[src/imu_regs_consts.vh]
// Purpose: Shared constants for the burst, checksum and bias register block
// Assumes: Byte addresses as seen on the serial link, 16-bit registers
// Notes:   Definitions only
`ifndef IMU_REGS_CONSTS_VH
`define IMU_REGS_CONSTS_VH

// ----------------------------------------
// Register addresses
// ----------------------------------------
`define ADDR_GYRO_X_BIAS_LOW  7'h40
`define ADDR_GYRO_X_BIAS_HIGH 7'h42
`define ADDR_GYRO_Y_BIAS_LOW  7'h44
`define ADDR_GYRO_Y_BIAS_HIGH 7'h46
`define ADDR_GYRO_Z_BIAS_LOW  7'h48
`define ADDR_GYRO_Z_BIAS_HIGH 7'h4A
`define ADDR_XFER_CHECKSUM    7'h3E
`define ADDR_QUEUED_COUNT     7'h3C
`define ADDR_BURST            7'h7C
`define ADDR_MISC_CONTROL     7'h64
`define ADDR_BIAS_EST_CONFIG  7'h66
`define ADDR_GLOBAL_COMMAND   7'h68
`define ADDR_DIAG_FLAGS       7'h02

// ----------------------------------------
// Fields and reset values
// ----------------------------------------
`define BIAS_RESET            16'h0000
`define CHECKSUM_RESET        16'h0000
`define MISC_RESET            16'h0000
`define EST_CONFIG_RESET      16'h0000
`define MISC_SCALED_SYNC_BIT  1
`define MISC_WIDE_TIME_BIT    3
`define MISC_WIDE_BURST_BIT   9
`define MISC_OUT_SELECT_BIT   8
`define EST_AXIS_EN_HI        13
`define EST_AXIS_EN_LO        8
`define EST_TIME_BASE_HI      3
`define EST_TIME_BASE_LO      0
`define CMD_BIAS_UPDATE_BIT   0

// ----------------------------------------
// Burst layout
// ----------------------------------------
`define BURST_LAST_NARROW     5'd10
`define BURST_LAST_WIDE       5'd17

`endif

[src/byte_checksum.v]
// Purpose: Byte-wise 16-bit running sum of transmitted words
// Assumes: Clear has priority over add in the same cycle
// Notes:   Carry out of bit 15 is dropped
`include "imu_regs_consts.vh"
module byte_checksum (
  input  wire        i_clk,
  input  wire        i_rst_b,
  input  wire        i_clear,
  input  wire        i_add,
  input  wire [15:0] i_word,
  output reg  [15:0] o_sum
);
  wire [15:0] sum_d;

  // Upper byte then lower byte, wrap modulo 65536
  assign sum_d = o_sum + {8'h00, i_word[15:8]} + {8'h00, i_word[7:0]}; // [RULE1] [RULE2]

  always @(posedge i_clk or negedge i_rst_b) begin
    if (!i_rst_b) begin
      o_sum <= `CHECKSUM_RESET;
    end else if (i_clear) begin
      o_sum <= `CHECKSUM_RESET;
    end else if (i_add) begin
      o_sum <= sum_d;
    end
  end
endmodule // byte_checksum

[src/spi_shift.v]
// Purpose: 16-bit serial slave shifter, mode 3, sampled on the system clock
// Assumes: Pins already pass two flip-flops in the caller
// Notes:   One word per frame edge count of 16
module spi_shift (
  input  wire        i_clk,
  input  wire        i_rst_b,
  input  wire        i_sel,
  input  wire        i_sclk,
  input  wire        i_mosi,
  input  wire [15:0] i_tx,
  output reg         o_miso,
  output reg         o_word_done,
  output reg  [15:0] o_rx
);
  reg        sclk_q;
  reg [3:0]  cnt_q;
  reg [15:0] tx_q;
  wire       rise;
  wire       fall;

  assign rise = i_sel & i_sclk & ~sclk_q;
  assign fall = i_sel & ~i_sclk & sclk_q;

  always @(posedge i_clk or negedge i_rst_b) begin
    if (!i_rst_b) begin
      sclk_q      <= 1'b1;
      cnt_q       <= 4'h0;
      tx_q        <= 16'h0000;
      o_miso      <= 1'b0;
      o_word_done <= 1'b0;
      o_rx        <= 16'h0000;
    end else begin
      sclk_q      <= i_sclk;
      o_word_done <= 1'b0;
      if (!i_sel) begin
        cnt_q  <= 4'h0;
        tx_q   <= i_tx;
        o_miso <= i_tx[15];
      end else if (fall) begin
        // First falling edge presents bit 15 already on the pin
        if (cnt_q != 4'h0) begin
          o_miso <= tx_q[15];
        end
      end else if (rise) begin
        o_rx  <= {o_rx[14:0], i_mosi};
        tx_q  <= {tx_q[14:0], 1'b0};
        cnt_q <= cnt_q + 4'h1;
        if (cnt_q == 4'hF) begin
          o_word_done <= 1'b1;
        end
      end
    end
  end
endmodule // spi_shift

[src/imu_burst_checksum_bias_regs.v]
// Purpose: Burst read sequencer, transfer checksum and gyro bias registers
// Assumes: Each 16-bit frame carries a command; reads answer in the next frame
// Notes:   Sample data and estimates come from the datapath on i_clk
//
// Behaviour
// RULE1 - Checksum adds upper byte then lower byte
// RULE2 - Checksum keeps sixteen bits, wraps modulo 65536
// RULE3 - New sample clears checksum, reads accumulate
// RULE4 - Host finishes validated reads within one sample
// RULE5 - Host treats mismatch as corrupt or incoherent
// RULE6 - Burst checksum equals readable checksum register
// RULE7 - Words 0 and 1 excluded from checksum
// RULE8 - Narrow burst: upper words, temperature, counter, checksum
// RULE9 - Wide burst: low/high pairs, time words, checksum
// RULE10 - Output select picks rate or step samples
// RULE11 - Scaled sync swaps counter for low timestamp
// RULE12 - Wide time bit picks zeros or high timestamp
// RULE13 - Host issues one extra word for checksum
// RULE14 - Each gyro axis has 32-bit bias pair
// RULE15 - User bias added after factory correction
// RULE16 - Estimator config: axis enables, time base
// RULE17 - Global command bit 0 loads estimates
// RULE18 - Bias writes act on output immediately
// RULE19 - Bias registers read/write, reset zero, saved
// RULE20 - Bias words at 0x40 through 0x4A
`include "imu_regs_consts.vh"
module imu_burst_checksum_bias_regs (
  input  wire         i_clk,
  input  wire         i_rst_b,
  input  wire         i_cs_b,
  input  wire         i_sclk,
  input  wire         i_mosi,
  input  wire         i_sample_load,
  input  wire [191:0] i_rate,
  input  wire [191:0] i_step,
  input  wire [15:0]  i_temperature,
  input  wire [15:0]  i_sample_counter,
  input  wire [31:0]  i_sync_time,
  input  wire [15:0]  i_queued_sample_count,
  input  wire [15:0]  i_diagnostic_flags,
  input  wire [95:0]  i_bias_estimate,
  input  wire [95:0]  i_factory_gyro,
  output reg          o_miso,
  output reg  [95:0]  o_gyro_corrected,
  output reg  [5:0]   o_axis_estimate_en,
  output reg  [3:0]   o_estimate_time_base,
  output reg  [95:0]  o_flash_backup
);
  // ----------------------------------------
  // Pin synchronisers
  // ----------------------------------------
  reg [1:0] cs_s;
  reg [1:0] sclk_s;
  reg [1:0] mosi_s;

  always @(posedge i_clk or negedge i_rst_b) begin
    if (!i_rst_b) begin
      cs_s   <= 2'b11;
      sclk_s <= 2'b11;
      mosi_s <= 2'b00;
    end else begin
      cs_s   <= {cs_s[0], i_cs_b};
      sclk_s <= {sclk_s[0], i_sclk};
      mosi_s <= {mosi_s[0], i_mosi};
    end
  end

  // ----------------------------------------
  // Registers
  // ----------------------------------------
  reg  [15:0] bias_q [0:5];
  reg  [15:0] misc_q;
  reg  [15:0] est_cfg_q;
  reg  [15:0] tx_word;
  reg  [6:0]  rd_addr_q;
  reg         burst_q;
  reg  [4:0]  bidx_q;
  reg         rd_pend_q;
  wire        word_done;
  wire        shift_miso;
  wire [15:0] rx;
  wire [15:0] checksum;
  wire        wr;
  wire [6:0]  addr;
  wire        wide;
  wire [15:0] ts_high;
  wire [15:0] ts_low_or_cnt;
  wire [191:0] inertial;
  wire [4:0]  last_idx;
  wire        counted;
  integer     k;
  integer     m;
  // Byte pairing state, read by the command decode below
  reg  [7:0]  low_byte_q;
  reg  [6:0]  low_addr_q;
  reg         low_valid_q;
  wire        wr_full;
  wire [6:0]  full_addr;
  wire [15:0] full_data;

  assign wr   = rx[15];
  assign addr = rx[14:8];
  assign wide = misc_q[`MISC_WIDE_BURST_BIT];
  // Rate versus step samples
  assign inertial = misc_q[`MISC_OUT_SELECT_BIT] ? i_step : i_rate;               // [RULE10]
  assign ts_low_or_cnt = misc_q[`MISC_SCALED_SYNC_BIT] ? i_sync_time[15:0]
                                                       : i_sample_counter;        // [RULE11]
  assign ts_high = misc_q[`MISC_WIDE_TIME_BIT] ? i_sync_time[31:16] : 16'h0000;  // [RULE12]
  assign last_idx = wide ? `BURST_LAST_WIDE : `BURST_LAST_NARROW;

  // ----------------------------------------
  // Word selection
  // ----------------------------------------
  // Channel c of inertial: bits [32c+31:32c], high word on top
  always @* begin
    tx_word = 16'h0000;
    if (burst_q) begin
      if (bidx_q == 5'd0) begin
        tx_word = i_queued_sample_count;
      end else if (bidx_q == 5'd1) begin
        tx_word = i_diagnostic_flags;
      end else if (bidx_q == last_idx) begin
        tx_word = checksum;                                                       // [RULE6]
      end else if (!wide) begin
        case (bidx_q)
          5'd2, 5'd3, 5'd4, 5'd5, 5'd6, 5'd7: begin
            tx_word = inertial[(bidx_q - 5'd2) * 32 + 16 +: 16];                  // [RULE8]
          end
          5'd8: begin
            tx_word = i_temperature;                                              // [RULE8]
          end
          5'd9: begin
            tx_word = ts_low_or_cnt;                                              // [RULE8]
          end
          default: begin
            tx_word = 16'h0000;
          end
        endcase
      end else begin
        case (bidx_q)
          5'd14: begin
            tx_word = i_temperature;                                              // [RULE9]
          end
          5'd15: begin
            tx_word = ts_low_or_cnt;                                              // [RULE9]
          end
          5'd16: begin
            tx_word = ts_high;                                                    // [RULE9]
          end
          default: begin
            // Lower word on even index, upper on odd
            tx_word = inertial[(bidx_q - 5'd2) * 16 +: 16];                       // [RULE9]
          end
        endcase
      end
    end else if (rd_pend_q) begin
      case (rd_addr_q)
        `ADDR_GYRO_X_BIAS_LOW:  tx_word = bias_q[0];                              // [RULE19]
        `ADDR_GYRO_X_BIAS_HIGH: tx_word = bias_q[1];
        `ADDR_GYRO_Y_BIAS_LOW:  tx_word = bias_q[2];
        `ADDR_GYRO_Y_BIAS_HIGH: tx_word = bias_q[3];
        `ADDR_GYRO_Z_BIAS_LOW:  tx_word = bias_q[4];
        `ADDR_GYRO_Z_BIAS_HIGH: tx_word = bias_q[5];
        `ADDR_XFER_CHECKSUM:    tx_word = checksum;
        `ADDR_QUEUED_COUNT:     tx_word = i_queued_sample_count;
        `ADDR_DIAG_FLAGS:       tx_word = i_diagnostic_flags;
        `ADDR_MISC_CONTROL:     tx_word = misc_q;
        `ADDR_BIAS_EST_CONFIG:  tx_word = est_cfg_q;
        default:                tx_word = 16'h0000;
      endcase
    end
  end

  // Words 0 and 1 and the checksum word itself are not summed
  assign counted = word_done & (burst_q ? (bidx_q > 5'd1) && (bidx_q != last_idx)
                                        : rd_pend_q && (rd_addr_q != `ADDR_XFER_CHECKSUM)); // [RULE7]

  spi_shift u_shift (
    .i_clk       (i_clk),
    .i_rst_b     (i_rst_b),
    .i_sel       (~cs_s[1]),
    .i_sclk      (sclk_s[1]),
    .i_mosi      (mosi_s[1]),
    .i_tx        (tx_word),
    .o_miso      (shift_miso),
    .o_word_done (word_done),
    .o_rx        (rx)
  );

  // Fresh sample clears, every transmitted word except burst words 0 and 1 and the checksum accumulates
  byte_checksum u_sum (
    .i_clk   (i_clk),
    .i_rst_b (i_rst_b),
    .i_clear (i_sample_load),                                     // [RULE3] [RULE5]
    .i_add   (counted),                                                           // [RULE3]
    .i_word  (tx_word),
    .o_sum   (checksum)
  );

  // ----------------------------------------
  // Command decode and sequencing
  // ----------------------------------------
  always @(posedge i_clk or negedge i_rst_b) begin
    if (!i_rst_b) begin
      for (k = 0; k < 6; k = k + 1) begin
        bias_q[k] <= `BIAS_RESET;
      end
      misc_q    <= `MISC_RESET;
      est_cfg_q <= `EST_CONFIG_RESET;
      rd_addr_q <= 7'h00;
      rd_pend_q <= 1'b0;
      burst_q   <= 1'b0;
      bidx_q    <= 5'd0;
    end else begin
      if (word_done) begin
        if (burst_q) begin
          // Sequence ends once the checksum word has gone out
          if (bidx_q == last_idx) begin
            burst_q <= 1'b0;                                                      // [RULE13]
            bidx_q  <= 5'd0;
          end else begin
            bidx_q <= bidx_q + 5'd1;
          end
          rd_pend_q <= 1'b0;
        end else if (wr) begin
          // No register moves on a lone byte; the odd byte completes the word
          rd_pend_q <= 1'b0;
        end else if (addr == `ADDR_BURST) begin
          burst_q   <= 1'b1;
          bidx_q    <= 5'd0;
          rd_pend_q <= 1'b0;
        end else begin
          rd_addr_q <= {addr[6:1], 1'b0};
          rd_pend_q <= 1'b1;
        end
      end
      if (wr_full) begin
        case (full_addr)
          `ADDR_GYRO_X_BIAS_LOW:  bias_q[0] <= full_data;                         // [RULE20]
          `ADDR_GYRO_X_BIAS_HIGH: bias_q[1] <= full_data;
          `ADDR_GYRO_Y_BIAS_LOW:  bias_q[2] <= full_data;
          `ADDR_GYRO_Y_BIAS_HIGH: bias_q[3] <= full_data;
          `ADDR_GYRO_Z_BIAS_LOW:  bias_q[4] <= full_data;
          `ADDR_GYRO_Z_BIAS_HIGH: bias_q[5] <= full_data;
          `ADDR_MISC_CONTROL:     misc_q    <= full_data;
          `ADDR_BIAS_EST_CONFIG:  est_cfg_q <= full_data;                         // [RULE16]
          `ADDR_GLOBAL_COMMAND: begin
            if (full_data[`CMD_BIAS_UPDATE_BIT]) begin
              for (k = 0; k < 3; k = k + 1) begin
                bias_q[2*k]   <= i_bias_estimate[32*k +: 16];                     // [RULE17]
                bias_q[2*k+1] <= i_bias_estimate[32*k+16 +: 16];
              end
            end
          end
          default: begin
          end
        endcase
      end
    end
  end

  // ----------------------------------------
  // Byte write pairing
  // ----------------------------------------
  // Writes carry one byte each; even address byte is held until its odd partner

  assign wr_full   = word_done & ~burst_q & wr & addr[0] & low_valid_q
                     & (low_addr_q == {addr[6:1], 1'b0});
  assign full_addr = low_addr_q;
  assign full_data = {rx[7:0], low_byte_q};

  always @(posedge i_clk or negedge i_rst_b) begin
    if (!i_rst_b) begin
      low_byte_q  <= 8'h00;
      low_addr_q  <= 7'h00;
      low_valid_q <= 1'b0;
    end else if (word_done & ~burst_q & wr) begin
      low_byte_q  <= rx[7:0];
      low_addr_q  <= addr;
      low_valid_q <= ~addr[0];
    end
  end

  // ----------------------------------------
  // Outputs
  // ----------------------------------------
  // Bias applied every cycle so a write is visible at once
  always @(posedge i_clk or negedge i_rst_b) begin
    if (!i_rst_b) begin
      o_miso               <= 1'b0;
      o_gyro_corrected     <= 96'h0;
      o_axis_estimate_en   <= 6'h00;
      o_estimate_time_base <= 4'h0;
      o_flash_backup       <= 96'h0;
    end else begin
      o_miso <= shift_miso;
      for (m = 0; m < 3; m = m + 1) begin
        o_gyro_corrected[32*m +: 32] <= i_factory_gyro[32*m +: 32]
                                        + {bias_q[2*m+1], bias_q[2*m]};          // [RULE14] [RULE15] [RULE18]
        o_flash_backup[32*m +: 32]   <= {bias_q[2*m+1], bias_q[2*m]};            // [RULE19]
      end
      o_axis_estimate_en   <= est_cfg_q[`EST_AXIS_EN_HI:`EST_AXIS_EN_LO];         // [RULE16]
      o_estimate_time_base <= est_cfg_q[`EST_TIME_BASE_HI:`EST_TIME_BASE_LO];
    end
  end
endmodule // imu_burst_checksum_bias_regs

[config.mk]
export PLATFORM = sky130hd
export DESIGN_NAME = imu_burst_checksum_bias_regs
export DESIGN_NICKNAME = d
export VERILOG_FILES = /design/src/byte_checksum.v /design/src/spi_shift.v /design/src/imu_burst_checksum_bias_regs.v
export VERILOG_INCLUDE_DIRS = /design/src
export SDC_FILE = /design/constraint.sdc
export NUM_CORES = 1
export LEC_CHECK = 0
export ABC_AREA = 1
export BUFFER_PORTS_ARGS = -buffer_cell sky130_fd_sc_hd__buf_4
export CELL_PAD_IN_SITES_DETAIL_PLACEMENT = 2
export CELL_PAD_IN_SITES_GLOBAL_PLACEMENT = 2
export CORE_AREA = 4 4 339 341
export DETAILED_ROUTE_END_ITERATION = 7
export DIE_AREA = 0 0 343 345
export GPL_ROUTABILITY_DRIVEN = 0
export PLACE_DENSITY_LB_ADDON = 0.15
export SYNTH_ARGS = -nofsm -noshare
export SYNTH_HDL_FRONTEND = slang
export SYNTH_SLANG_ARGS = --single-unit
[constraint.sdc]
create_clock -name i_clk -period 15.2 [get_ports i_clk]
set_input_delay 0.76 -clock i_clk [delete_from_list [all_inputs] [get_ports i_clk]]
set_output_delay 0.76 -clock i_clk [all_outputs]
set_load 0.02 [all_outputs]
==> summary.md <==
| Metric | Value |
|---|---|
| Status | completed |
| Reg-to-Reg Start | bidx_q[1] |
| Critical Path Sink Type | flip-flop |
| Critical path origin | bidx_q[1] |
| Most frequent cell after synthesis | nand2_1 |
| Clock Sinks | 421 |
| Final period utilization | 45.4% |
| Detail Route met3 WL | 13300 um |
| Post-Synth XOR/XNOR Area | 3.19% |
| Multiplexer area fraction after synthesis | 0.798% |
| Reg area | 10500 um^2 |
| Relative slew slack | 18.4% |
| Dpl hpwl | 140000 um |
| Reg2reg setup slack | 8.30 ns |
| Die span in x | 343 um |
| Final Hold Viols | 0 |
| H-tree Lvls | 2 |
| Yosys reg bits | 421 |
| PostCTS Resize Cnt | 0 |
| Worst path bufs/invs | 6 |
| Most used DFF post-synth | dfrtp_1 |
| Synthesized Nets | 4773 |
| Worst skew pair latency | 0.65 ns |
| Setup tns final | 0 ns |
| Post-synthesis adder-cell area fraction | 5.80% |
| Post-CTS Hold Fix Bufs | 0 |
| LEAKAGE | 18.6 nW |
| CTS root buffer | clkbuf_16 |
| Warning count from the yosys run | 0 |
| Peak VDD IR | 0.0721 mV |
| Largest stage delay, worst path | 0.90 ns |
| Number of flops mapped to enable cells by yosys | 0 |
| Routed WL per cell | 27.1 um |
| Placed Cells | 6207 |
| Critical path fanouts, max | 52 |
| Sequential-to-total area share from yosys stat | 37.8% |
| Fmax | 0.145 GHz |
| Share of cells above drive strength 1 | 22.2% |
| RSZ-0062 raised after global routing | false |
| First-pass GRT wire length | 242000 um |
| Dpl cell area | 35800 um^2 |
| Critical Path End | u_sum.o_sum[15] |
| First-pass DRT Iterations | 5 |
| Mapped Area | 27900 um^2 |
| Mean area per synthesized cell | 7.02 um^2 |
| CTS tree | built |
| Top cells by count, synth | nand2_1, dfrtp_1, inv_1, nor2_1, o21ai_0 |
| Top Layer Used | met5 |
| Fillcell total | 13400 |
| FF-to-FF End | u_sum.o_sum[15] |
| Area of the multi-input gates | 15000 um^2 |
| Slew Viols, Final | 0 |
| Die ar. | 118000 um^2 |
| Residual DRC | 0 |
| DR vias/cell | 4.89 |
| Total track usage | 28.0% |
| Final min period | 6.90 ns |
| DR WL met2 | 82300 um |
| Netlist cell types | 60 |
| Area grow syn2layout | 35.4% |
| Final setup margin | 8.30 ns |
| Port Buffers | 880 |
| Core area | 112000 um^2 |
| Leading post-synthesis cells by cell area | dfrtp_1, nand2_1, inv_1 |
| Final net count | 5563 |
| Max clock buf depth | 3 |
| Critical Path Stages | 34 |
| Compound-Gate Fraction of Synth Area | 15.5% |
| Largest net degree at the start of global routing | 144 |
| Area leader, netlist | dfrtp_1 |
| Vias in the first global route | 33800 |
| Drt total wl | 172000 um |
| Required time worst endpoint | 15.77 ns |
| Setup bufs post-CTS | 0 |
| PD cells | 80.4 nW/um^2 |
| Antenna violations before repair | 59 |
| CP Launch Type | flip-flop |
| # IOs | 881 |
| Main combinational cell family by area after synthesis | simple AND/OR/NAND/NOR gates |
| Synth Area in Simple Gates | 28.4% |
| Worst path most repeated cell | nand2_1 |
| Max Cap Viol | 0 |
| Clock buffer count from CTS | 54 |
| Mapped Cells | 3973 |
| Die H | 345 um |
| ANT nets after route | 0 |
| Crit path max-delay family | simple AND/OR/NAND/NOR gates |
| Final cell count without fillers | 6350 |
| Row cnt | 123 |
| WS Path Type | flip-flop to flip-flop |
| Post-synth ARST share | 100% |
| Yosys top cell area share | 37.3% |
| Grt ovf | 0 |
| # setup viols final | 0 |
| DRC violation total after the first TritonRoute iteration | 1782 |
| M1 WL | 71800 um |
| Reg2Reg Depth | 34 |
| Worst endpoint data arrival time | 7.47 ns |
| Post-layout instance area | 37800 um^2 |
| Critical-path top delay cell | inv_2 |
| Starting Density | 24.9% |
| Hold Crit Class | primary input to async pin |
| Final setup skew | 0.0364 ns |
| Clk pin slew, worst setup/hold paths | 0.06 ns |
| Slew @ Worst Pin | 1.22 ns |
| Dpl ws | 8.19 ns |
| DR vias | 31000 |
==> routing by layer <==
metal,up-vias,track usage [%]
met5,-,0.858
met4,24,8.25
met3,188,8.14
met2,821,46.8
met1,15500,34.9
li1,14500,-
==> worst reg2reg max path: cells and delay by family (launching register included) <==
family / cells / cell delay [ns]
adders and majority gates: 3 / 1.12
DFF: 1 / 0.35
buffers and inverters: 6 / 2.07
and+or+nand+nor: 20 / 2.76
AOI/OAI and AO/OA: 5 / 0.53
==> registers in the layout, summed over array words and instances (netlist names), 5 cells and up <==
signal and cells:
o_axis_estimate_en 6, u_shift.o_rx 16, low_byte_q 8, u_sum.o_sum 16, o_flash_backup 96, full_addr 7
est_cfg_q 16, bidx_q 5, o_gyro_corrected 96, rd_addr_q 6, misc_q 16, bias_q 96
u_shift.tx_q 16
==> placed cells by master, fill, tap and decap left out, drive strengths merged, types with 3 or more instances in the layout <==
cell type	count
nand2	1291
buf	904
inv	426
dfrtp	416
nor2	340
o21ai	312
a21oi	240
nand3	234
ha	110
clkbuf	81
xor2	70
o22ai	56
diode	46
a221oi	44
a21o	40
or2	33
xnor2	30
nor3	27
nand4	23
mux2	15
o21a	13
fa	12
clkinv	12
a31oi	11
o211ai	9
o2111ai	6
a211oi	5
dfstp	5
a21boi	5
o21bai	4
nor4	4
o221a	3
nand3b	3
bufinv	3
clkinvlp	3
==> area by class of cell <==
| type | count | area share, % |
|---|---|---|
| Inverter | 428 | 4.27 |
| Clock buffer | 81 | 4.30 |
| Multi-Input combinational cell | 2954 | 39.7 |
| Timing Repair Buffer | 904 | 18.0 |
| Clock inverter | 16 | 0.507 |
| Tap cell | 1500 | 4.97 |
| Antenna cell | 46 | 0.305 |
| Sequential cell | 421 | 27.9 |
==> worst min path at each step <==
stage | slack (ns) | startpoint | cells past startpoint | end
4_1_cts | 0.14 | i_rst_b | 1 | o_gyro_corrected[46]
3_3_place_gp | 0.35 | cs_s[0] | 0 | cs_s[1]
6_report | 0.12 | i_rst_b | 1 | o_gyro_corrected[46]
3_5_place_dp | 0.35 | sclk_s[0] | 0 | sclk_s[1]
2_1_floorplan | 0.33 | mosi_s[0] | 0 | mosi_s[1]
5_1_grt | 0.17 | i_rst_b | 1 | o_gyro_corrected[56]
==> report_power, final <==
part | total, mW | internal [mW] | leakage (nW) | switching (mW)
logic | 0.520 | 0.224 | 13.1 | 0.296
registers | 1.18 | 1.16 | 4.63 | 0.0219
clock network | 1.33 | 0.787 | 0.888 | 0.548
==> cell families (layout without fill, tap and decap cells) <==
family	count (synthesis)	after routing
multiplexers	17	17
AO/OA/AOI/OAI	757	757
AND/OR/NAND/NOR	1958	1958
other	0	46
XOR/XNOR	100	100
buffers and inverters	598	1429
flip-flops	421	421
adder cells (fa/ha/maj)	122	122
==> per-stage QoR <==
stage                     utilization (%)  hold WS, ns  power (mW)
after floorplan                         -        0.331        1.39
after global placement               32.0        0.354        1.72
after detailed placement             32.0        0.347        1.72
after CTS                            33.7        0.138        3.08
after global routing                 33.7        0.170        3.17
final                                33.8        0.117        3.04
No activity file was read; power rests on OpenSTA's default activity.
